### src/pkg/sdh_pkg.sv
// package for the synchronous serial handshake, both ends
// assumes a 20 MHz system clock on both ends
package sdh_pkg;
   localparam int unsigned CLK_HZ = 20000000;
   localparam int unsigned BIT_RATE_HZ = 2400;
   // half of one bit period in system clocks
   localparam int unsigned HALF_BIT_CYC = CLK_HZ / (2 * BIT_RATE_HZ);
   // modem turnaround from receive to transmit, in microseconds
   localparam int unsigned TURN_ON_US = 200;
   localparam int unsigned TURN_ON_CYC = (TURN_ON_US * (CLK_HZ / 1000000) > 0) ?
      TURN_ON_US * (CLK_HZ / 1000000) : 1;
   // receive data held at mark after the request rises, in bit times
   localparam int unsigned TAIL_BITS = 2;
   localparam int unsigned FIFO_DEPTH = 4;
   localparam int unsigned DATA_W = 8;
   typedef enum logic [1:0] {
      SDH_RX,
      SDH_TURN_ON,
      SDH_TX,
      SDH_DRAIN
   } sdh_mode_t;
endpackage : sdh_pkg

### src/pkg/sdh_link_if.sv
// interface carrying the serial link between the modem end and the host end
// assumes both ends are clocked by the same system clock
`timescale 1ns/10ps
`default_nettype none
interface sdh_link_if;
   logic txd_n;
   logic rxd_n;
   logic rts_n;
   logic cts_n;
   logic carrier_detect_n;
   logic tx_bit_clock_n;
   logic rx_bit_clock_n;
   modport dce (
      input txd_n,
      input rts_n,
      output rxd_n,
      output cts_n,
      output carrier_detect_n,
      output tx_bit_clock_n,
      output rx_bit_clock_n
   );
   modport dte (
      output txd_n,
      output rts_n,
      input rxd_n,
      input cts_n,
      input carrier_detect_n,
      input tx_bit_clock_n,
      input rx_bit_clock_n
   );
endinterface : sdh_link_if
`default_nettype wire

### src/design/sdh_dce.sv
// modem end: request/clear handshake, bit clocks, serial data both ways
// assumes link inputs come from the host end and are synchronised here
// Notes on behaviour
// - request low keeps modem transmitting host data
// - host requests, then waits for clear
// - request falling starts receive-to-transmit switch
// - clear asserted once transmit path ready
// - full duplex: request and clear held low
// - request rising: finish data, then receive
// - transmit bit clock at bit rate, 50%
// - transmit clock rise at transmit bit centre
// - receive bit clock at bit rate, 50%
// - receive clock rise at receive bit centre
// - host clocks receive logic from receive clock
// - host idles transmit data high
// - receive data high idle and after request rises
// - clear high from off-hook until carrier, except in full duplex, where clear is held low
`timescale 1ns/10ps
`default_nettype none
module sdh_dce #(
   parameter int unsigned HALF_BIT = sdh_pkg::HALF_BIT_CYC,
   parameter int unsigned TURN_ON = sdh_pkg::TURN_ON_CYC,
   parameter int unsigned TAIL = sdh_pkg::TAIL_BITS,
   parameter int unsigned DATA_W = sdh_pkg::DATA_W,
   parameter int unsigned DEPTH = sdh_pkg::FIFO_DEPTH
) (
   // clock and reset
   input wire logic clock_i,
   input wire logic srst_i,
   // line-side control
   input wire logic full_duplex_i,
   input wire logic off_hook_i,
   input wire logic carrier_i,
   // data received from host, bound for the line
   output logic line_tx_valid_o,
   input wire logic line_tx_ready_i,
   output logic [DATA_W-1:0] line_tx_data_o,
   // data from the line, bound for the host
   input wire logic line_rx_valid_i,
   output logic line_rx_ready_o,
   input wire logic [DATA_W-1:0] line_rx_data_i,
   // status
   output logic tx_mode_o,
   // link
   sdh_link_if.dce link
);
   localparam int unsigned HW = $clog2(HALF_BIT + 1) + 1;
   localparam int unsigned TW = $clog2(TURN_ON + 1) + 1;
   localparam int unsigned BW = $clog2(DATA_W + 2);

   sdh_pkg::sdh_mode_t mode_r;
   logic [1:0] rts_s_r;
   logic [1:0] txd_s_r;
   logic rts_d_r;
   logic [HW-1:0] half_r;
   logic clk_r;
   logic rise;
   logic fall;
   logic [TW-1:0] turn_r;
   logic [BW-1:0] tx_bits_r;
   logic [DATA_W-1:0] tx_sh_r;
   logic [BW-1:0] rx_bits_r;
   logic [DATA_W-1:0] rx_sh_r;
   logic rxd_r;
   logic [7:0] tail_r;
   logic cts_r;
   logic fifo_in_valid;
   logic fifo_in_ready;
   logic rts_low;
   logic rx_open;

   // two-stage synchronisers
   always_ff @(posedge clock_i) begin
      if (srst_i) begin
         rts_s_r <= 2'h3;
         txd_s_r <= 2'h3;
         rts_d_r <= 1'b1;
      end else begin
         rts_s_r <= {rts_s_r[0], link.rts_n};
         txd_s_r <= {txd_s_r[0], link.txd_n};
         rts_d_r <= rts_s_r[1];
      end
   end
   assign rts_low = !rts_s_r[1] || full_duplex_i;

   // shared bit clock divider: even halves give exact 50 percent duty
   always_ff @(posedge clock_i) begin
      if (srst_i) begin
         half_r <= '0;
         clk_r <= 1'b1;
      end else if (half_r == HW'(HALF_BIT - 1)) begin
         half_r <= '0;
         clk_r <= !clk_r;
      end else begin
         half_r <= half_r + 1'b1;
      end
   end
   assign rise = (half_r == HW'(HALF_BIT - 1)) && !clk_r;
   assign fall = (half_r == HW'(HALF_BIT - 1)) && clk_r;
   assign link.tx_bit_clock_n = clk_r;
   assign link.rx_bit_clock_n = clk_r;

   // mode sequencing
   always_ff @(posedge clock_i) begin
      if (srst_i) begin
         mode_r <= sdh_pkg::SDH_RX;
         turn_r <= '0;
      end else begin
         case (mode_r)
            sdh_pkg::SDH_RX: begin
               if (rts_low) begin
                  mode_r <= sdh_pkg::SDH_TURN_ON;
                  turn_r <= '0;
               end
            end
            sdh_pkg::SDH_TURN_ON: begin
               if (!rts_low) begin
                  mode_r <= sdh_pkg::SDH_RX;
               end else if (full_duplex_i || turn_r == TW'(TURN_ON - 1)) begin
                  mode_r <= sdh_pkg::SDH_TX;
               end else begin
                  turn_r <= turn_r + 1'b1;
               end
            end
            sdh_pkg::SDH_TX: begin
               if (!rts_low) begin
                  mode_r <= sdh_pkg::SDH_DRAIN;
               end
            end
            sdh_pkg::SDH_DRAIN: begin
               if (rts_low) begin
                  mode_r <= sdh_pkg::SDH_TX;
               end else if (tx_bits_r == '0 && !line_tx_valid_o) begin
                  mode_r <= sdh_pkg::SDH_RX;
               end
            end
            default: mode_r <= sdh_pkg::SDH_RX;
         endcase
      end
   end
   assign tx_mode_o = (mode_r == sdh_pkg::SDH_TX) || (mode_r == sdh_pkg::SDH_DRAIN);

   // clear to send
   always_ff @(posedge clock_i) begin
      if (srst_i) begin
         cts_r <= 1'b1;
      end else if (full_duplex_i) begin
         cts_r <= 1'b0;
      end else if (off_hook_i && !carrier_i) begin
         cts_r <= 1'b1;
      end else begin
         cts_r <= !(mode_r == sdh_pkg::SDH_TX && fifo_in_ready);
      end
   end
   assign link.cts_n = cts_r;
   assign link.carrier_detect_n = !carrier_i;

   // transmit data: sample synchronised line at clock rise, bit centre
   always_ff @(posedge clock_i) begin
      if (srst_i) begin
         tx_bits_r <= '0;
         tx_sh_r <= '0;
      end else if (rise && tx_mode_o) begin
         if (tx_bits_r == '0 && txd_s_r[1]) begin
            tx_bits_r <= '0;
         end else if (tx_bits_r == BW'(DATA_W + 1)) begin
            tx_bits_r <= txd_s_r[1] ? '0 : BW'(1);
            tx_sh_r <= {!txd_s_r[1], tx_sh_r[DATA_W-1:1]};
         end else begin
            tx_bits_r <= tx_bits_r + 1'b1;
            tx_sh_r <= {!txd_s_r[1], tx_sh_r[DATA_W-1:1]};
         end
      end else if (fifo_in_valid && fifo_in_ready) begin
         tx_bits_r <= '0;
      end
   end
   // first low bit acts as start marker and is shifted out
   assign fifo_in_valid = (tx_bits_r == BW'(DATA_W + 1));

   sdh_fifo #(
      .WIDTH(DATA_W),
      .DEPTH(DEPTH)
   ) u_tx_fifo (
      .clock_i(clock_i),
      .srst_i(srst_i),
      .in_valid_i(fifo_in_valid),
      .in_ready_o(fifo_in_ready),
      .in_data_i(tx_sh_r),
      .out_valid_o(line_tx_valid_o),
      .out_ready_i(line_tx_ready_i),
      .out_data_o(line_tx_data_o)
   );

   // mark tail after request rises, counted in bit clock falls
   always_ff @(posedge clock_i) begin
      if (srst_i) begin
         tail_r <= '0;
      end else if (rts_d_r == 1'b0 && rts_s_r[1] == 1'b1 && !full_duplex_i) begin
         tail_r <= 8'(TAIL);
      end else if (fall && tail_r != '0) begin
         tail_r <= tail_r - 1'b1;
      end
   end
   // full duplex receives while transmitting
   assign rx_open = (full_duplex_i || !tx_mode_o) && tail_r == '0;

   // receive data: change on clock fall so rise lands mid bit
   always_ff @(posedge clock_i) begin
      if (srst_i) begin
         rx_bits_r <= '0;
         rx_sh_r <= '0;
         rxd_r <= 1'b1;
      end else if (fall) begin
         if (rx_bits_r != '0) begin
            rxd_r <= rx_sh_r[0];
            rx_sh_r <= {1'b0, rx_sh_r[DATA_W-1:1]};
            rx_bits_r <= rx_bits_r - 1'b1;
         end else if (line_rx_valid_i && rx_open) begin
            rxd_r <= 1'b0;
            rx_sh_r <= ~line_rx_data_i;
            rx_bits_r <= BW'(DATA_W);
         end else begin
            rxd_r <= 1'b1;
         end
      end
   end
   assign line_rx_ready_o = fall && rx_bits_r == '0 && rx_open;
   assign link.rxd_n = rxd_r;
endmodule : sdh_dce
`default_nettype wire

### src/design/sdh_fifo.sv
// small flip-flop FIFO with valid/ready on both sides
// assumes one clock and a synchronous active-high reset
`timescale 1ns/10ps
`default_nettype none
module sdh_fifo #(
   parameter int unsigned WIDTH = 8,
   parameter int unsigned DEPTH = 4
) (
   // clock and reset
   input wire logic clock_i,
   input wire logic srst_i,
   // fill side
   input wire logic in_valid_i,
   output logic in_ready_o,
   input wire logic [WIDTH-1:0] in_data_i,
   // drain side
   output logic out_valid_o,
   input wire logic out_ready_i,
   output logic [WIDTH-1:0] out_data_o
);
   localparam int unsigned AW = (DEPTH > 1) ? $clog2(DEPTH) : 1;
   logic [WIDTH-1:0] mem_r [DEPTH];
   logic [AW-1:0] wr_r;
   logic [AW-1:0] rd_r;
   logic [AW:0] cnt_r;
   logic push;
   logic pop;

   assign in_ready_o = (cnt_r != (AW+1)'(DEPTH));
   assign out_valid_o = (cnt_r != '0);
   assign out_data_o = mem_r[rd_r];
   assign push = in_valid_i && in_ready_o;
   assign pop = out_valid_o && out_ready_i;

   always_ff @(posedge clock_i) begin
      if (push) begin
         mem_r[wr_r] <= in_data_i;
      end
   end

   always_ff @(posedge clock_i) begin
      if (srst_i) begin
         wr_r <= '0;
         rd_r <= '0;
         cnt_r <= '0;
      end else begin
         if (push) begin
            wr_r <= (wr_r == AW'(DEPTH - 1)) ? '0 : wr_r + 1'b1;
         end
         if (pop) begin
            rd_r <= (rd_r == AW'(DEPTH - 1)) ? '0 : rd_r + 1'b1;
         end
         if (push && !pop) begin
            cnt_r <= cnt_r + 1'b1;
         end else if (pop && !push) begin
            cnt_r <= cnt_r - 1'b1;
         end
      end
   end
endmodule : sdh_fifo
`default_nettype wire

### src/flat_wrapper.sv
// flat-port wrapper written by rule: the top's interface ports become plain ports
module sdh_dce_flat 
#(
   parameter int unsigned HALF_BIT = sdh_pkg::HALF_BIT_CYC,
   parameter int unsigned TURN_ON = sdh_pkg::TURN_ON_CYC,
   parameter int unsigned TAIL = sdh_pkg::TAIL_BITS,
   parameter int unsigned DATA_W = sdh_pkg::DATA_W,
   parameter int unsigned DEPTH = sdh_pkg::FIFO_DEPTH
)
  (clock_i, srst_i, full_duplex_i, off_hook_i, carrier_i, line_tx_valid_o, line_tx_ready_i, line_tx_data_o, line_rx_valid_i, line_rx_ready_o, line_rx_data_i, tx_mode_o, link_txd_n, link_rts_n, link_rxd_n, link_cts_n, link_carrier_detect_n, link_tx_bit_clock_n, link_rx_bit_clock_n);
  sdh_link_if link_i ();
  input wire logic clock_i;
  input wire logic srst_i;
  input wire logic full_duplex_i;
  input wire logic off_hook_i;
  input wire logic carrier_i;
  output logic line_tx_valid_o;
  input wire logic line_tx_ready_i;
  output logic [DATA_W-1:0] line_tx_data_o;
  input wire logic line_rx_valid_i;
  output logic line_rx_ready_o;
  input wire logic [DATA_W-1:0] line_rx_data_i;
  output logic tx_mode_o;
  input wire logic [$bits(link_i.txd_n)-1:0] link_txd_n;
  input wire logic [$bits(link_i.rts_n)-1:0] link_rts_n;
  output wire logic [$bits(link_i.rxd_n)-1:0] link_rxd_n;
  output wire logic [$bits(link_i.cts_n)-1:0] link_cts_n;
  output wire logic [$bits(link_i.carrier_detect_n)-1:0] link_carrier_detect_n;
  output wire logic [$bits(link_i.tx_bit_clock_n)-1:0] link_tx_bit_clock_n;
  output wire logic [$bits(link_i.rx_bit_clock_n)-1:0] link_rx_bit_clock_n;
  assign link_i.txd_n = link_txd_n;
  assign link_i.rts_n = link_rts_n;
  assign link_rxd_n = link_i.rxd_n;
  assign link_cts_n = link_i.cts_n;
  assign link_carrier_detect_n = link_i.carrier_detect_n;
  assign link_tx_bit_clock_n = link_i.tx_bit_clock_n;
  assign link_rx_bit_clock_n = link_i.rx_bit_clock_n;
  sdh_dce #(.HALF_BIT(HALF_BIT), .TURN_ON(TURN_ON), .TAIL(TAIL), .DATA_W(DATA_W), .DEPTH(DEPTH)) u_core (.clock_i(clock_i), .srst_i(srst_i), .full_duplex_i(full_duplex_i), .off_hook_i(off_hook_i), .carrier_i(carrier_i), .line_tx_valid_o(line_tx_valid_o), .line_tx_ready_i(line_tx_ready_i), .line_tx_data_o(line_tx_data_o), .line_rx_valid_i(line_rx_valid_i), .line_rx_ready_o(line_rx_ready_o), .line_rx_data_i(line_rx_data_i), .tx_mode_o(tx_mode_o), .link(link_i));
endmodule
### config.mk
export PLATFORM = sky130hd
export DESIGN_NAME = sdh_dce_flat
export DESIGN_NICKNAME = d
export VERILOG_FILES = /design/src/pkg/sdh_pkg.sv /design/src/pkg/sdh_link_if.sv /design/src/design/sdh_dce.sv /design/src/design/sdh_fifo.sv /design/src/flat_wrapper.sv
export SDC_FILE = /design/constraint.sdc
export NUM_CORES = 1
export LEC_CHECK = 0
export BUFFER_PORTS_ARGS = -buffer_cell sky130_fd_sc_hd__buf_4
export CAP_MARGIN = 20
export CORE_ASPECT_RATIO = 1.2
export CORE_MARGIN = 5
export CORE_UTILIZATION = 60
export CTS_CLUSTER_SIZE = 28
export DETAILED_ROUTE_END_ITERATION = 8
export PLACE_DENSITY = 0.82
export SYNTH_ARGS = -nofsm -noshare
export SYNTH_HDL_FRONTEND = slang
export SYNTH_HIERARCHICAL = 1
export SYNTH_SLANG_ARGS = --single-unit
### constraint.sdc
create_clock -name clock_i -period 3.5 [get_ports clock_i]
set_input_delay 0.175 -clock clock_i [delete_from_list [all_inputs] [get_ports clock_i]]
set_output_delay 0.175 -clock clock_i [all_outputs]
set_load 0.005 [all_outputs]
* Word-level counts from Yosys, hierarchy flattened *
Memories as Yosys holds them, arrays and structs flattened. A register that Yosys moved wholly into a read port is not among the register bits.
Index checks and enable logic that the tools add are counted.

operators by class
  reductions and logical operators = 50
  bitwise gates (word level) = 3
  shifts and indexed selects = 0
  equality and inequality tests = 15
  add/sub/neg operators = 9
  $mul = 0
  muxes and demuxes = 34
  magnitude comparators = 0
  div/mod/pow operators = 0

operator list
  operator                                                                 count
  13-bit 2-to-1 mux                                                        3
  13-bit one-hot mux with 2 select lines                                   1
  2-bit 2-to-1 mux                                                         12
  4-bit 2-to-1 mux                                                         6
  1-bit logical AND                                                        18
  8-bit 2-to-1 mux                                                         2
  14-bit by 1-bit adder with 14-bit output, second input constant          1
  14-bit by 13-bit equality test with 1-bit output, second input constant  1
  13-bit by 1-bit adder with 13-bit output, second input constant          1
  13-bit by 12-bit equality test with 1-bit output, second input constant  1
  1-bit zero test                                                          10
  2-bit nonzero test                                                       5
  2-bit equality test, second input constant                               4
  4-bit zero test                                                          2
  8-bit zero test                                                          1
  8-bit inverter                                                           1
  2-bit one-hot mux with 4 select lines                                    1
  4-bit AND reduction                                                      2
  8-bit nonzero test                                                       1
  8-bit by 1-bit subtractor with 8-bit output, second input constant       1
  1-bit 2-to-1 mux                                                         7
  3-bit 2-to-1 mux                                                         2
  3-bit != test, second input constant                                     2
  2-bit by 1-bit adder with 2-bit output, second input constant            2
  16 further kinds                                                         24

word-level totals
  bits in writable memories = 32
  register bits after elaboration = 76
  bits in read-only memories = 0
  word-level logic and storage cells = 130
  latch bits = 0
  memories kept = 1
  output and inout bits = 16

memory list
  name                    depth  bits a word  rd ports  clocked after Yosys merged registers in  wr ports  line            text
  u_core.u_tx_fifo.mem_r  4      8            1         1                                        1         sdh_fifo.sv:22  logic [WIDTH-1:0] mem_r [DEPTH];

* Longest topological paths before layout *
Gate-level depths: netlist of run 1.

  depth in word-level cells = 8
  mapped depth = 12
  mapped depth without buffers = 12

* Cells and area by module *
The synthesis of run 1 kept the hierarchy.

by module, submodules not included
  module    sequential area each (sq um)  cells an instance  instances  area an instance (sq um)
  sdh_dce   1381.3                        375                1          3261.9
  sdh_fifo  1141.1                        90                 1          1634.1

* Worst setup path before layout of run 1 *
OpenSTA, ideal clock, no wires.

  path kind = register to register
  start point = register u_core.tx_bits_r[0]
  end point = register u_core.u_tx_fifo.cnt_r[2]
  period minus slack after synthesis = 2510 ps
  arrival time = 2440 ps
  required time = 3430 ps
  setup slack = 990 ps
  setup time = 70 ps
  cell stages (with the launch flop) = 12
  cell sequence = dfxtp_1 ha_1 nand2_1 or2_2 inv_1 and2_4 ha_1 inv_1 fa_1 xor2_1 or3_2 a21oi_1

between the ends
  word-level cells in the longest chain between the ends = 5

ends and longest elaborated chain
  item                                 line            text
  from (decl)                          sdh_dce.sv:60   logic [BW-1:0] tx_bits_r;
  from (signal assigned)               sdh_dce.sv:167  tx_bits_r <= txd_s_r[1] ? '0 : BW'(1);
  from (signal assigned)               sdh_dce.sv:170  tx_bits_r <= tx_bits_r + 1'b1;
  4-bit equality test *                sdh_dce.sv:178  assign fifo_in_valid = (tx_bits_r == BW'(DATA_W + 1));
  named net u_core.fifo_in_valid       sdh_dce.sv:67   logic fifo_in_valid;
  1-bit logical AND *                  sdh_fifo.sv:32  assign push = in_valid_i && in_ready_o;
  named net u_core.u_tx_fifo.push      sdh_fifo.sv:26  logic push;
  1-bit zero test                      sdh_fifo.sv:55  end else if (pop && !push) begin
  1-bit logical AND                    sdh_fifo.sv:55
  2-bit nonzero test (no source line)  -
  to (signal assigned)                 sdh_fifo.sv:54  cnt_r <= cnt_r + 1'b1;
  to (signal assigned)                 sdh_fifo.sv:56  cnt_r <= cnt_r - 1'b1;
  to (decl)                            sdh_fifo.sv:25  logic [AW:0] cnt_r;

The timed path passes the listed nets; every way through them passes the cells marked *.
A chain may end at the register's enable or synchronous reset.

* Worst setup path after layout of run 1 *
Ends and elaborated chain as after synthesis.

==> metrics.txt, run 1 <==
# TYPE chip_impl_metric gauge
chip_impl_metric{name="initialDrtViolationCount",unit=""} 198
chip_impl_metric{name="timing.final.crit_share",unit=""} 0.787
chip_impl_metric{name="grt_usage",unit=""} 0.193
chip_impl_metric{name="dieArea",unit="sq mm"} 0.0101
chip_impl_metric{name="worst_path_largest_cell_delay",unit="ns"} 0.41
chip_impl_metric{name="cp.required",unit="ns"} 3.81
chip_impl_metric{name="grt_max_degree",unit=""} 45
chip_impl_metric{name="die_y",unit="microns"} 109
chip_impl_metric{name="ios",unit=""} 33
chip_impl_info{name="status",value="finished clean"} 1
chip_impl_metric{name="placeableCoreArea",unit="sq mm"} 0.00806
chip_impl_metric{name="htreeDepth",unit=""} 3
chip_impl_metric{name="first_global_vias",unit=""} 3326
chip_impl_metric{name="syn_to_final_growth",unit="%"} 11.0
chip_impl_metric{name="worst_ir_drop_vdd",unit="uV"} 252
chip_impl_metric{name="final_antenna_net_count",unit=""} 0
chip_impl_metric{name="initial_core_util",unit=""} 0.607
chip_impl_metric{name="finalWirelength",unit="microns"} 9130
chip_impl_metric{name="max_slew.worst_pin.slew",unit="ns"} 0.550
chip_impl_info{name="critical_path.endpoint_type",value="register"} 1
chip_impl_info{name="critical_path.startpoint_type",value="register"} 1
chip_impl_metric{name="die_w",unit="microns"} 92.5
chip_impl_metric{name="diodes",unit=""} 0
chip_impl_metric{name="place_congestion",unit=""} 0.840
chip_impl_metric{name="clkTransAtPathRegs",unit="ns"} 0.11
chip_impl_metric{name="avgSynthCellArea",unit="sq um"} 10.5
chip_impl_info{name="synth.largest_area_cell",value="sky130_fd_sc_hd__dfxtp_1"} 1
chip_impl_metric{name="yosysTopAreaCellShare",unit=""} 0.319
chip_impl_metric{name="top_achievable_clock_speed",unit="GHz"} 0.363
chip_impl_metric{name="post-cts-setup-buffers",unit=""} 0
chip_impl_metric{name="netlist-cell-type-count",unit=""} 55
chip_impl_metric{name="final_max_slew_viol_count",unit=""} 0
chip_impl_info{name="rsz_0062_raised_after_global_routing",value="false"} 1
chip_impl_metric{name="finalSetupViolCount",unit=""} 0
chip_impl_metric{name="synth-edff-count",unit=""} 32
chip_impl_metric{name="numPortBuffers",unit=""} 32
chip_impl_metric{name="clock_insertion_delay_worst_skew",unit="ns"} 0.37
chip_impl_metric{name="cell_area_after_synthesis",unit="sq mm"} 0.00490
chip_impl_metric{name="asyncSetResetFlopFracSynth",unit=""} 0
chip_impl_metric{name="detailed_place_hpwl",unit="microns"} 6380
chip_impl_info{name="critical_path.top_delay_family",value="simple AND/OR/NAND/NOR gates"} 1
chip_impl_info{name="synthTopCellsByArea",value="sky130_fd_sc_hd__dfxtp_1, sky130_fd_sc_hd__edfxtp_1, sky130_fd_sc_hd__nor2_1"} 1
chip_impl_metric{name="wire_length_of_the_first_global_routing_pass",unit="microns"} 15500
chip_impl_metric{name="final_net_count",unit=""} 527
chip_impl_metric{name="syn_inst",unit=""} 465
chip_impl_metric{name="preCtsSetupSlack",unit="ns"} 0.748
chip_impl_metric{name="dpl-instance-area",unit="sq mm"} 0.00519
chip_impl_metric{name="numCtsBuffers",unit=""} 9
chip_impl_info{name="cts-root-buf",value="sky130_fd_sc_hd__clkbuf_8"} 1
chip_impl_metric{name="final_area",unit="sq mm"} 0.00543
chip_impl_metric{name="slew_headroom",unit=""} 0.630
chip_impl_info{name="crit_type",value="register to register"} 1
chip_impl_metric{name="postSynthRegisterBits",unit=""} 110
chip_impl_metric{name="layout-drive-gt1-share",unit=""} 0.164
chip_impl_metric{name="clock_sink_count",unit=""} 110
chip_impl_metric{name="routedWlPerCell",unit="microns"} 15.4
chip_impl_metric{name="power_density",unit="mW/mm^2"} 476
chip_impl_metric{name="num_vias",unit=""} 3421
chip_impl_metric{name="hold_violations",unit=""} 0
chip_impl_metric{name="period_needed",unit="ns"} 2.75
chip_impl_metric{name="share_of_the_yosys_chip_area_belonging_to_registers",unit=""} 0.515
chip_impl_metric{name="timing.critical_path.buf_inv",unit=""} 2
chip_impl_metric{name="power.static_leakage",unit="nW"} 1.95
chip_impl_metric{name="worst-path-max-fanout",unit=""} 8
chip_impl_metric{name="detail_route.first_pass.iterations",unit=""} 5
chip_impl_metric{name="fp-row-count",unit=""} 36
chip_impl_metric{name="vias_per_cell",unit=""} 5.75
chip_impl_info{name="crit_slowest_cell",value="sky130_fd_sc_hd__dfxtp_1"} 1
chip_impl_info{name="synth_ff_type",value="sky130_fd_sc_hd__dfxtp_1"} 1
chip_impl_metric{name="synth_net_count",unit=""} 497
chip_impl_metric{name="drc",unit=""} 0
chip_impl_metric{name="fin_ws",unit="ns"} 0.745
chip_impl_metric{name="max_cap_violations",unit=""} 0
chip_impl_metric{name="grt.overflow.total",unit=""} 0
chip_impl_metric{name="fin_tns_setup",unit="ns"} 0
chip_impl_info{name="tritoncts",value="done"} 1
chip_impl_info{name="timing.critical_path.cells",value="ha_1 -> nand2_1 -> or2_2 -> inv_1 -> and2_4 -> ha_1 -> inv_1 -> fa_1 -> xor2_1 -> or3_2 -> a21oi_1"} 1
chip_impl_info{name="min_path_type",value="input port to register"} 1
chip_impl_metric{name="cts_buffer_depth",unit=""} 2
chip_impl_metric{name="cp.arrival",unit="ns"} 3.06
chip_impl_metric{name="clock_skew",unit="ns"} 0.0144
chip_impl_metric{name="initial_antenna_violation_count",unit=""} 0
chip_impl_metric{name="ys.warnings.count",unit=""} 6
[cell families (layout without fill, tap and decap cells)]
group | after synthesis | in the layout | synth area share
and+or+nand+nor | 191 | 191 | 0.212
DFF | 110 | 110 | 0.515
AOI/OAI and AO/OA | 54 | 54 | 0.0708
buffers and inverters | 37 | 72 | 0.0307
xor gates and xnor gates | 30 | 30 | 0.0537
muxes | 28 | 28 | 0.0777
adders and majority gates | 15 | 15 | 0.0399
[sequential cells by signal, summed over array words and instances, names as in the netlist, named ones only]
register,count
u_core/mode_r,1
u_core/u_tx_fifo/cnt_r,3
u_core/tx_bits_r,4
u_core/u_tx_fifo/rd_r,2
u_core/rx_bits_r,4
u_core/rts_s_r,2
u_core/link.rxd_n,1
u_core/link.rx_bit_clock_n,1
u_core/u_tx_fifo/mem_r,32
u_core/half_r,14
u_core/link.cts_n,1
u_core/rts_d_r,1
u_core/txd_s_r,2
u_core/turn_r,13
u_core/tx_sh_r,8
u_core/tail_r,8
u_core/rx_sh_r,8
u_core/u_tx_fifo/wr_r,2
[area by class of cell]
class	count	area, sq um
tap	95	119
clock buffer	10	128
clock inverter	6	91.3
sequential	110	2520
fill	603	2630
inverter	20	75.1
multi-input combinational	318	2220
timing repair buffer	36	275
[placed cells by master, fill, tap and decap left out, types with 16 or more instances in the layout]
| master | n |
|---|---|
| sky130_fd_sc_hd__mux2i_1 | 20 |
| sky130_fd_sc_hd__edfxtp_1 | 32 |
| sky130_fd_sc_hd__xnor2_1 | 17 |
| sky130_fd_sc_hd__buf_4 | 34 |
| sky130_fd_sc_hd__dfxtp_1 | 78 |
| sky130_fd_sc_hd__inv_1 | 19 |
| sky130_fd_sc_hd__nand3_1 | 16 |
| sky130_fd_sc_hd__nor2_1 | 68 |
| sky130_fd_sc_hd__a21oi_1 | 24 |
| sky130_fd_sc_hd__nand2_1 | 29 |
[metrics by stage]
step,hold slack (ns),power (W),cells,utilization
after detailed placement,0.366,0.00179,577,0.644
after floorplan,0.279,0.00166,465,-
after global placement,0.363,0.00177,577,0.644
after global routing,0.0768,0.00272,595,0.674
after CTS,0.0841,0.00261,595,0.674
final,0.102,0.00259,595,0.674
[per-layer routing]
metal / routed length (microns) / track usage
met5: 0 / 0
met4: 185 / 0.0796
met3: 228 / 0.0414
met2: 4890 / 0.341
met1: 3830 / 0.229
[power by group]
group          switching, W  internal, W  total (W)
combinational      0.000148     0.000196   0.000344
sequential        0.0000720      0.00134    0.00142
clock              0.000418     0.000410   0.000829
total              0.000638      0.00195    0.00259
[path summary, 6_finish.rpt]
path                                          from                                      to  cells after the start  slack [ns]
setup / recovery  u_core/tx_bits_r[0]$_SDFFE_PP0P_  u_core/u_tx_fifo/cnt_r[2]$_SDFFE_PP0P_                     11        0.75
hold / removal                   line_rx_data_i[7]          u_core/rx_sh_r[7]$_SDFFE_PP0P_                      3        0.10
setup reg to reg  u_core/tx_bits_r[0]$_SDFFE_PP0P_  u_core/u_tx_fifo/cnt_r[2]$_SDFFE_PP0P_                     11        0.75
hold reg to reg       u_core/rts_s_r[0]$_SDFF_PP1_            u_core/rts_s_r[1]$_SDFF_PP1_                      1        0.45
[cells in the mapped netlist (5+ instances only)]
library cell / count
sky130_fd_sc_hd__a211oi_1: 7
sky130_fd_sc_hd__a21oi_1: 24
sky130_fd_sc_hd__clkbuf_1: 11
sky130_fd_sc_hd__dfxtp_1: 78
sky130_fd_sc_hd__edfxtp_1: 32
sky130_fd_sc_hd__ha_1: 14
sky130_fd_sc_hd__inv_1: 19
sky130_fd_sc_hd__mux2i_1: 20
sky130_fd_sc_hd__mux4_2: 8
sky130_fd_sc_hd__nand2_1: 29
sky130_fd_sc_hd__nand2b_1: 5
sky130_fd_sc_hd__nand3_1: 16
sky130_fd_sc_hd__nand4_1: 11
sky130_fd_sc_hd__nor2_1: 68
sky130_fd_sc_hd__nor2b_1: 5
sky130_fd_sc_hd__nor3_1: 7
sky130_fd_sc_hd__nor3b_1: 5
sky130_fd_sc_hd__o21ai_0: 10
sky130_fd_sc_hd__or2_2: 6
sky130_fd_sc_hd__or3_1: 7
sky130_fd_sc_hd__xnor2_1: 17
sky130_fd_sc_hd__xor2_1: 13
[worst min-delay path, stage by stage]
cell	delay [ns]
sky130_fd_sc_hd__buf_4	0.08
sky130_fd_sc_hd__o32a_1	0.14
sky130_fd_sc_hd__nor2_1	0.04
[what timing repair did]
item	4_1_cts	5_1_grt
hold buffers	2	0
endpoints found under the hold margin	2	0
gates resized for setup	0	0
(Power assumes the default switching activity.)
==> run 2: changes to the inputs <==
--- a/config.mk
+++ b/config.mk
@@ -5,6 +5,7 @@
 export SDC_FILE = /design/constraint.sdc
 export NUM_CORES = 1
 export LEC_CHECK = 0
+export ABC_AREA = 1
 export BUFFER_PORTS_ARGS = -buffer_cell sky130_fd_sc_hd__buf_4
 export CAP_MARGIN = 20
 export CORE_ASPECT_RATIO = 1.2
==> constraint.sdc (replaced) <==
create_clock -name clock_i -period 2.6 [get_ports clock_i]
set_input_delay 0.13 -clock clock_i [delete_from_list [all_inputs] [get_ports clock_i]]
set_output_delay 0.13 -clock clock_i [all_outputs]
set_load 0.005 [all_outputs]
==> run 2 against run 1 <==
Net effect: clock skew is 0.0058 ns lower; sequential power rose by 35%; design area is 9.1% higher.
==> metrics.txt, run 2 <==
# TYPE chip_impl_metric gauge
chip_impl_metric{name="grt.overflow.total",unit=""} 0
chip_impl_info{name="tritoncts",value="done"} 1
chip_impl_metric{name="num_vias",unit=""} 4357
chip_impl_metric{name="cp.required",unit="ns"} 2.91
chip_impl_metric{name="multiplexer_share_of_the_synthesized_area",unit=""} 0
chip_impl_metric{name="grt.met2_usage",unit=""} 0.355
chip_impl_metric{name="initial_antenna_violation_count",unit=""} 0
chip_impl_metric{name="fillers",unit=""} 687
chip_impl_metric{name="timing.critical_path.buf_inv",unit=""} 4
chip_impl_metric{name="layout-drive-gt1-share",unit=""} 0.147
chip_impl_metric{name="syn_to_final_growth",unit="%"} 10.3
chip_impl_metric{name="finalSetupViolCount",unit=""} 0
chip_impl_metric{name="detailed_place_hpwl",unit="microns"} 7720
chip_impl_metric{name="final_net_count",unit=""} 739
chip_impl_metric{name="wire_length_of_the_first_global_routing_pass",unit="microns"} 17700
chip_impl_metric{name="synth-edff-count",unit=""} 32
chip_impl_metric{name="fin_tns_setup",unit="ns"} 0
chip_impl_info{name="largest_registers",value="u_core/u_tx_fifo/mem_r x32, u_core/half_r x14, u_core/turn_r x13"} 1
chip_impl_metric{name="asyncSetResetFlopFracSynth",unit=""} 0
chip_impl_info{name="synth.largest_area_cell",value="sky130_fd_sc_hd__dfxtp_1"} 1
chip_impl_info{name="critPathMostFrequentCell",value="sky130_fd_sc_hd__inv_1"} 1
chip_impl_metric{name="timing.final.crit_share",unit=""} 0.857
chip_impl_metric{name="final_antenna_net_count",unit=""} 0
chip_impl_info{name="post_synth_most_frequent_cells",value="sky130_fd_sc_hd__nand2_1, sky130_fd_sc_hd__nor2_1, sky130_fd_sc_hd__dfxtp_1"} 1
chip_impl_metric{name="synth_xor_area_frac",unit=""} 0.0326
chip_impl_metric{name="gr-usage-met1",unit=""} 0.251
chip_impl_metric{name="netlist-cell-type-count",unit=""} 44
chip_impl_metric{name="dpl-instance-area",unit="sq mm"} 0.00571
chip_impl_info{name="status",value="finished clean"} 1
chip_impl_metric{name="numPortBuffers",unit=""} 32
chip_impl_metric{name="finalCoreUtilization",unit=""} 0.685
chip_impl_metric{name="slew_headroom",unit=""} 0.535
chip_impl_metric{name="grt_usage",unit=""} 0.200
chip_impl_info{name="critical_path.endpoint_type",value="register"} 1
chip_impl_info{name="dominant_combinational_cell_family_by_area_after_synthesis",value="simple AND/OR/NAND/NOR gates"} 1
chip_impl_info{name="final_common_cell",value="sky130_fd_sc_hd__nand2_1"} 1
chip_impl_info{name="critical_path.top_delay_family",value="adder cells"} 1
chip_impl_info{name="critical_path.startpoint_type",value="register"} 1
chip_impl_metric{name="yosysTopAreaCellShare",unit=""} 0.291
chip_impl_info{name="final_cell_mix",value="sky130_fd_sc_hd__nand2_1, sky130_fd_sc_hd__nor2_1, sky130_fd_sc_hd__dfxtp_1"} 1
chip_impl_metric{name="worst_path_largest_cell_delay",unit="ns"} 0.45
chip_impl_metric{name="grt_max_degree",unit=""} 31
chip_impl_metric{name="first_global_vias",unit=""} 3980
chip_impl_metric{name="power_density",unit="mW/mm^2"} 619
chip_impl_metric{name="hold_violations",unit=""} 0
chip_impl_metric{name="max_cap_violations",unit=""} 0
chip_impl_info{name="cts-root-buf",value="sky130_fd_sc_hd__clkbuf_8"} 1
chip_impl_metric{name="synth_net_count",unit=""} 703
chip_impl_metric{name="worst-path-max-fanout",unit=""} 7
chip_impl_metric{name="final_area",unit="sq mm"} 0.00593
chip_impl_metric{name="hold_ws",unit="ns"} 0.0535
chip_impl_info{name="synthTopCellsByArea",value="sky130_fd_sc_hd__dfxtp_1, sky130_fd_sc_hd__edfxtp_1, sky130_fd_sc_hd__nand2_1"} 1
chip_impl_metric{name="clock_skew",unit="ns"} 0.00853
chip_impl_metric{name="synth_adder_area_share",unit=""} 0.0363
chip_impl_metric{name="die_w",unit="microns"} 96.4
chip_impl_metric{name="complex_gate_fraction_of_the_synthesized_area",unit=""} 0.0971
chip_impl_info{name="yosys.cell_count.top_type",value="sky130_fd_sc_hd__nand2_1"} 1
chip_impl_metric{name="multi_input_area",unit="sq mm"} 0.00244
chip_impl_metric{name="largest_register_ffs",unit=""} 32
chip_impl_metric{name="period_needed",unit="ns"} 2.23
chip_impl_metric{name="clock_insertion_delay_worst_skew",unit="ns"} 0.36
chip_impl_metric{name="ys.warnings.count",unit=""} 6
chip_impl_metric{name="placeableCoreArea",unit="sq mm"} 0.00866
chip_impl_metric{name="place_congestion",unit=""} 0.851
chip_impl_metric{name="global_route.usage.met3",unit=""} 0.0257
chip_impl_info{name="regMostFlops",value="u_core/u_tx_fifo/mem_r"} 1
chip_impl_metric{name="final_max_slew_viol_count",unit=""} 0
chip_impl_metric{name="clock_sink_count",unit=""} 110
chip_impl_metric{name="synth_simple_gate_area_share",unit=""} 0.287
chip_impl_metric{name="ios",unit=""} 33
chip_impl_metric{name="max_slew.worst_pin.slew",unit="ns"} 0.694
chip_impl_metric{name="detail_route.first_pass.iterations",unit=""} 4
chip_impl_metric{name="routedWlPerCell",unit="microns"} 12.8
chip_impl_metric{name="vias_per_cell",unit=""} 5.26
chip_impl_info{name="crit_type",value="register to register"} 1
chip_impl_metric{name="postSynthRegisterBits",unit=""} 110
chip_impl_metric{name="share_of_the_yosys_chip_area_belonging_to_registers",unit=""} 0.469
chip_impl_metric{name="power.static_leakage",unit="nW"} 2.27
chip_impl_metric{name="cts_buffer_depth",unit=""} 2
chip_impl_metric{name="dieArea",unit="sq mm"} 0.0110
chip_impl_metric{name="ff_latch_area",unit="sq mm"} 0.00252
chip_impl_metric{name="numCtsBuffers",unit=""} 9
chip_impl_metric{name="clkTransAtPathRegs",unit="ns"} 0.10
chip_impl_info{name="rsz_0062_raised_after_global_routing",value="false"} 1
chip_impl_metric{name="top_achievable_clock_speed",unit="GHz"} 0.449
chip_impl_metric{name="htreeDepth",unit=""} 3
chip_impl_info{name="synth_ff_type",value="sky130_fd_sc_hd__dfxtp_1"} 1
chip_impl_metric{name="die_y",unit="microns"} 114
chip_impl_info{name="timing.critical_path.cells",value="ha_1 -> nand3_1 -> inv_1 -> nand2_2 -> inv_1 -> ha_1 -> inv_1 -> fa_1 -> nand2_1 -> nand3_1 -> nand2_1 -> inv_1 -> nor2_1"} 1
chip_impl_metric{name="initial_core_util",unit=""} 0.621
chip_impl_metric{name="finalWirelength",unit="microns"} 10600
chip_impl_metric{name="diodes",unit=""} 0
chip_impl_metric{name="drc",unit=""} 0
chip_impl_info{name="crit_slowest_cell",value="sky130_fd_sc_hd__dfxtp_1"} 1
chip_impl_metric{name="cell_area_after_synthesis",unit="sq mm"} 0.00537
chip_impl_metric{name="syn_inst",unit=""} 671
chip_impl_info{name="gr-max-usage-layer",value="met2"} 1
chip_impl_metric{name="initialDrtViolationCount",unit=""} 218
chip_impl_metric{name="cp.arrival",unit="ns"} 2.53
chip_impl_metric{name="post_cts.resized_instances",unit=""} 0
chip_impl_info{name="min_path_type",value="input port to register"} 1
chip_impl_metric{name="worst_ir_drop_vdd",unit="uV"} 270
chip_impl_metric{name="fp-row-count",unit=""} 37
chip_impl_metric{name="avgSynthCellArea",unit="sq um"} 8.01
[run 2: cell types whose count changed in the layout (fill, tap and decap cells not counted), sizes merged, moves of 8 or more]
cell,before,now
inv,22,88
mux2i,20,0
nor2,68,106
nand3,16,50
a21oi,25,42
xnor2,17,1
or3,9,0
o21ai,10,42
mux4,8,0
nand2,29,128
a211oi,8,0
[run 2: layout make-up]
class                           count  share of cell area
Clock inverter                      7              0.0108
Timing Repair Buffer               41              0.0532
Inverter                           85              0.0538
Clock buffer                        9              0.0209
Tap cell                          117              0.0247
Sequential cell                   110               0.426
Multi-Input combinational cell    460               0.411
[run 2: logic make-up after synthesis]
group | count (synthesis)
simple gates | 329
flops | 110
buf+inv | 101
compound gates | 96
xor+xnor | 20
fa+ha+maj | 15
[run 2: worst paths after layout]
kind                                     from                                      to  slack (ns)  depth (start not counted)
min reg2reg      u_core/rts_s_r[0]$_SDFF_PP1_            u_core/rts_s_r[1]$_SDFF_PP1_        0.43                          1
max reg2reg  u_core/tx_bits_r[0]$_SDFFE_PP0P_  u_core/u_tx_fifo/cnt_r[2]$_SDFFE_PP0P_        0.37                         13
min                         line_rx_data_i[7]          u_core/rx_sh_r[7]$_SDFFE_PP0P_        0.05                          4
max          u_core/tx_bits_r[0]$_SDFFE_PP0P_  u_core/u_tx_fifo/cnt_r[2]$_SDFFE_PP0P_        0.37                         13
[run 2: through the flow]
step	worst slack, ns	power [W]	cells
final	0.371	0.00367	829
after detailed placement	0.426	0.00273	810
after floorplan	0.654	0.00247	671
after CTS	0.398	0.00370	829
after global placement	0.574	0.00270	810
after global routing	0.186	0.00388	829
[run 2: where the power goes]
part / leakage [nW] / total, W / switching (W) / internal [W]
combinational: 1.31 / 0.000786 / 0.000477 / 0.000309
sequential: 0.863 / 0.00192 / 0.0000942 / 0.00182
clock: 0.0967 / 0.000967 / 0.000596 / 0.000371
[run 2: timing repair]
item,4_1_cts,5_1_grt
endpoints found under the setup margin,0,0
endpoints found under the hold margin,3,0
setup buffers,0,0
hold buffers,3,0
[run 2: worst register-to-register path, delay by kind of cell, from the launching register on]
family        cells  cell delay [ns]
fa+ha+maj         3             0.73
simple gates      6             0.64
flops             1             0.45
buf+inv           4             0.38
[run 2: per-layer routing]
layer,vias to the layer above,share of wire
li1,2258,-
met1,2017,0.43
met2,74,0.52
met3,8,0.038
met4,0,0.0081
met5,-,0
==> run 3: changes to the inputs <==
--- a/config.mk
+++ b/config.mk
@@ -13,7 +13,7 @@
 export CORE_UTILIZATION = 60
 export CTS_CLUSTER_SIZE = 28
 export DETAILED_ROUTE_END_ITERATION = 8
-export PLACE_DENSITY = 0.82
+export PLACE_DENSITY = 0.88
 export SYNTH_ARGS = -nofsm -noshare
 export SYNTH_HDL_FRONTEND = slang
 export SYNTH_HIERARCHICAL = 1
==> run 3 against run 2 <==
Net effect: worst setup slack improved by 0.020 ns; flip-flop and latch count did not move; clock power increased by 12%; critical path type unchanged; largest power group unchanged; highest routed layer unchanged.
==> metrics.txt, run 3 (synthesis results as in run 2) <==
# TYPE chip_impl_metric gauge
chip_impl_metric{name="initialDrtViolationCount",unit=""} 245
chip_impl_metric{name="place_congestion",unit=""} 0.928
chip_impl_metric{name="wire_length_of_the_first_global_routing_pass",unit="microns"} 18700
chip_impl_info{name="final_common_cell",value="sky130_fd_sc_hd__nand2_1"} 1
chip_impl_metric{name="clock_sink_count",unit=""} 110
chip_impl_metric{name="finalWirelength",unit="microns"} 11000
chip_impl_metric{name="num_vias",unit=""} 4469
chip_impl_info{name="regMostFlops",value="u_core/u_tx_fifo/mem_r"} 1
chip_impl_metric{name="slew_headroom",unit=""} 0.507
chip_impl_metric{name="numCtsBuffers",unit=""} 9
chip_impl_metric{name="initial_antenna_violation_count",unit=""} 0
chip_impl_info{name="largest_registers",value="u_core/u_tx_fifo/mem_r x32, u_core/half_r x14, u_core/turn_r x13"} 1
chip_impl_metric{name="fp-row-count",unit=""} 37
chip_impl_metric{name="fillers",unit=""} 681
chip_impl_metric{name="dieArea",unit="sq mm"} 0.0110
chip_impl_metric{name="hold_ws",unit="ns"} 0.0423
chip_impl_metric{name="syn_to_final_growth",unit="%"} 10.3
chip_impl_metric{name="grt_max_degree",unit=""} 31
chip_impl_metric{name="placeableCoreArea",unit="sq mm"} 0.00866
chip_impl_metric{name="place_inst",unit=""} 808
chip_impl_info{name="crit_type",value="register to register"} 1
chip_impl_info{name="tritoncts",value="done"} 1
chip_impl_metric{name="period_needed",unit="ns"} 2.21
chip_impl_metric{name="ios",unit=""} 33
chip_impl_metric{name="routedWlPerCell",unit="microns"} 13.3
chip_impl_info{name="critPathMostFrequentCell",value="sky130_fd_sc_hd__inv_1"} 1
chip_impl_info{name="critical_path.endpoint_type",value="register"} 1
chip_impl_metric{name="layout.cells.non_filler",unit=""} 826
chip_impl_metric{name="post-cts-setup-buffers",unit=""} 0
chip_impl_metric{name="worst_ir_drop_vdd",unit="uV"} 370
chip_impl_info{name="status",value="finished clean"} 1
chip_impl_info{name="crit_slowest_cell",value="sky130_fd_sc_hd__dfxtp_1"} 1
chip_impl_metric{name="top_achievable_clock_speed",unit="GHz"} 0.453
chip_impl_metric{name="timing.final.crit_share",unit=""} 0.850
chip_impl_metric{name="power_density",unit="mW/mm^2"} 635
chip_impl_metric{name="die_w",unit="microns"} 96.4
chip_impl_metric{name="vias_per_cell",unit=""} 5.41
chip_impl_metric{name="diodes",unit=""} 0
chip_impl_info{name="rsz_0062_raised_after_global_routing",value="false"} 1
chip_impl_metric{name="worst-path-max-fanout",unit=""} 7
chip_impl_info{name="timing.critical_path.cells",value="ha_1 -> nand3_1 -> inv_1 -> nand2_2 -> inv_1 -> ha_1 -> inv_1 -> fa_1 -> inv_1 -> nand2_1 -> nand3_1 -> nand2_1 -> inv_1 -> nor2_1"} 1
chip_impl_metric{name="detail_route.first_pass.iterations",unit=""} 5
chip_impl_metric{name="final_net_count",unit=""} 736
chip_impl_info{name="min_path_type",value="input port to register"} 1
chip_impl_metric{name="max_slew.worst_pin.slew",unit="ns"} 0.737
chip_impl_metric{name="finalSetupViolCount",unit=""} 0
chip_impl_metric{name="p_total",unit="W"} 0.00377
chip_impl_metric{name="dpl-instance-area",unit="sq mm"} 0.00569
chip_impl_metric{name="first_global_vias",unit=""} 4341
chip_impl_metric{name="htreeDepth",unit=""} 3
chip_impl_metric{name="die_y",unit="microns"} 114
chip_impl_info{name="cts-root-buf",value="sky130_fd_sc_hd__clkbuf_8"} 1
chip_impl_metric{name="worst_path_largest_cell_delay",unit="ns"} 0.46
chip_impl_metric{name="max_cap_violations",unit=""} 0
chip_impl_info{name="final_cell_mix",value="sky130_fd_sc_hd__nand2_1, sky130_fd_sc_hd__nor2_1, sky130_fd_sc_hd__dfxtp_1"} 1
chip_impl_metric{name="detailed_place_hpwl",unit="microns"} 7980
chip_impl_metric{name="grt.overflow.total",unit=""} 0
chip_impl_metric{name="largest_register_ffs",unit=""} 32
chip_impl_metric{name="layout-drive-gt1-share",unit=""} 0.144
chip_impl_metric{name="clock_insertion_delay_worst_skew",unit="ns"} 0.37
chip_impl_metric{name="final_max_slew_viol_count",unit=""} 0
chip_impl_metric{name="clock_skew",unit="ns"} 0.0158
chip_impl_metric{name="cp.arrival",unit="ns"} 2.49
chip_impl_metric{name="cp.required",unit="ns"} 2.88
chip_impl_metric{name="drc",unit=""} 0
chip_impl_metric{name="power.static_leakage",unit="nW"} 2.27
chip_impl_metric{name="final_antenna_net_count",unit=""} 0
chip_impl_metric{name="fin_tns_setup",unit="ns"} 0
chip_impl_metric{name="clkTransAtPathRegs",unit="ns"} 0.11
chip_impl_metric{name="numPortBuffers",unit=""} 32
chip_impl_info{name="critical_path.startpoint_type",value="register"} 1
chip_impl_metric{name="cts_buffer_depth",unit=""} 2
chip_impl_metric{name="initial_core_util",unit=""} 0.621
chip_impl_metric{name="final_area",unit="sq mm"} 0.00593
chip_impl_metric{name="grt_usage",unit=""} 0.211
chip_impl_metric{name="hold_violations",unit=""} 0
run 3: metrics by stage:
| step | setup slack (ns) | utilization |
|---|---|---|
| finish | 0.391 | 0.685 |
| global route | 0.195 | 0.685 |
| CTS | 0.410 | 0.685 |
| detailed placement | 0.420 | 0.658 |
| global placement | 0.557 | 0.658 |
| floorplan | 0.654 | - |
run 3: worst max-delay path: cells and delay by family (launching register included):
| family | cells | cell delay (ns) |
|---|---|---|
| adder cells (fa/ha/maj) | 3 | 0.75 |
| buffers and inverters | 5 | 0.44 |
| flip-flops | 1 | 0.46 |
| AND/OR/NAND/NOR | 6 | 0.48 |
run 3: worst paths after layout:
path | cells after the start | endpoint | start | slack, ns
max | 14 | u_core/u_tx_fifo/cnt_r[2]$_SDFFE_PP0P_ | u_core/tx_bits_r[0]$_SDFFE_PP0P_ | 0.39
min | 2 | u_core/link.cts_n$_SDFF_PP1_ | full_duplex_i | 0.04
max reg2reg | 14 | u_core/u_tx_fifo/cnt_r[2]$_SDFFE_PP0P_ | u_core/tx_bits_r[0]$_SDFFE_PP0P_ | 0.39
min reg2reg | 1 | u_core/rts_s_r[1]$_SDFF_PP1_ | u_core/rts_s_r[0]$_SDFF_PP1_ | 0.42
run 3: timing repair:
| item | in CTS | in global routing |
|---|---|---|
| setup endpoints to repair | 0 | 0 |
| hold buffers | 2 | 0 |
| resized for setup | 0 | 0 |
| endpoints found under the hold margin | 2 | 0 |
run 3: metal layers:
metal  up-vias  wire [microns]  global-route usage
met5         -               0                   0
met4         0             246              0.0730
met1      2079            4420               0.240
li1       2262               -                   -
met3        26             438              0.0323
met2       102            5890               0.392
run 3: power breakdown:
group | total, W | leakage, nW | internal (W) | switching, W
registers | 0.00193 | 0.863 | 0.00182 | 0.000108
clock network | 0.00108 | 0.108 | 0.000469 | 0.000608
logic | 0.000759 | 1.30 | 0.000299 | 0.000460
total | 0.00377 | 2.27 | 0.00259 | 0.00118
run 3: layout make-up:
class	count	area, sq um	area share
Sequential cell	110	2520	0.425
Multi-Input combinational cell	460	2440	0.411
Inverter	85	319	0.0538
Timing Repair Buffer	38	290	0.0490
Tap cell	117	146	0.0247
Clock buffer	9	124	0.0209
Clock inverter	7	90.1	0.0152
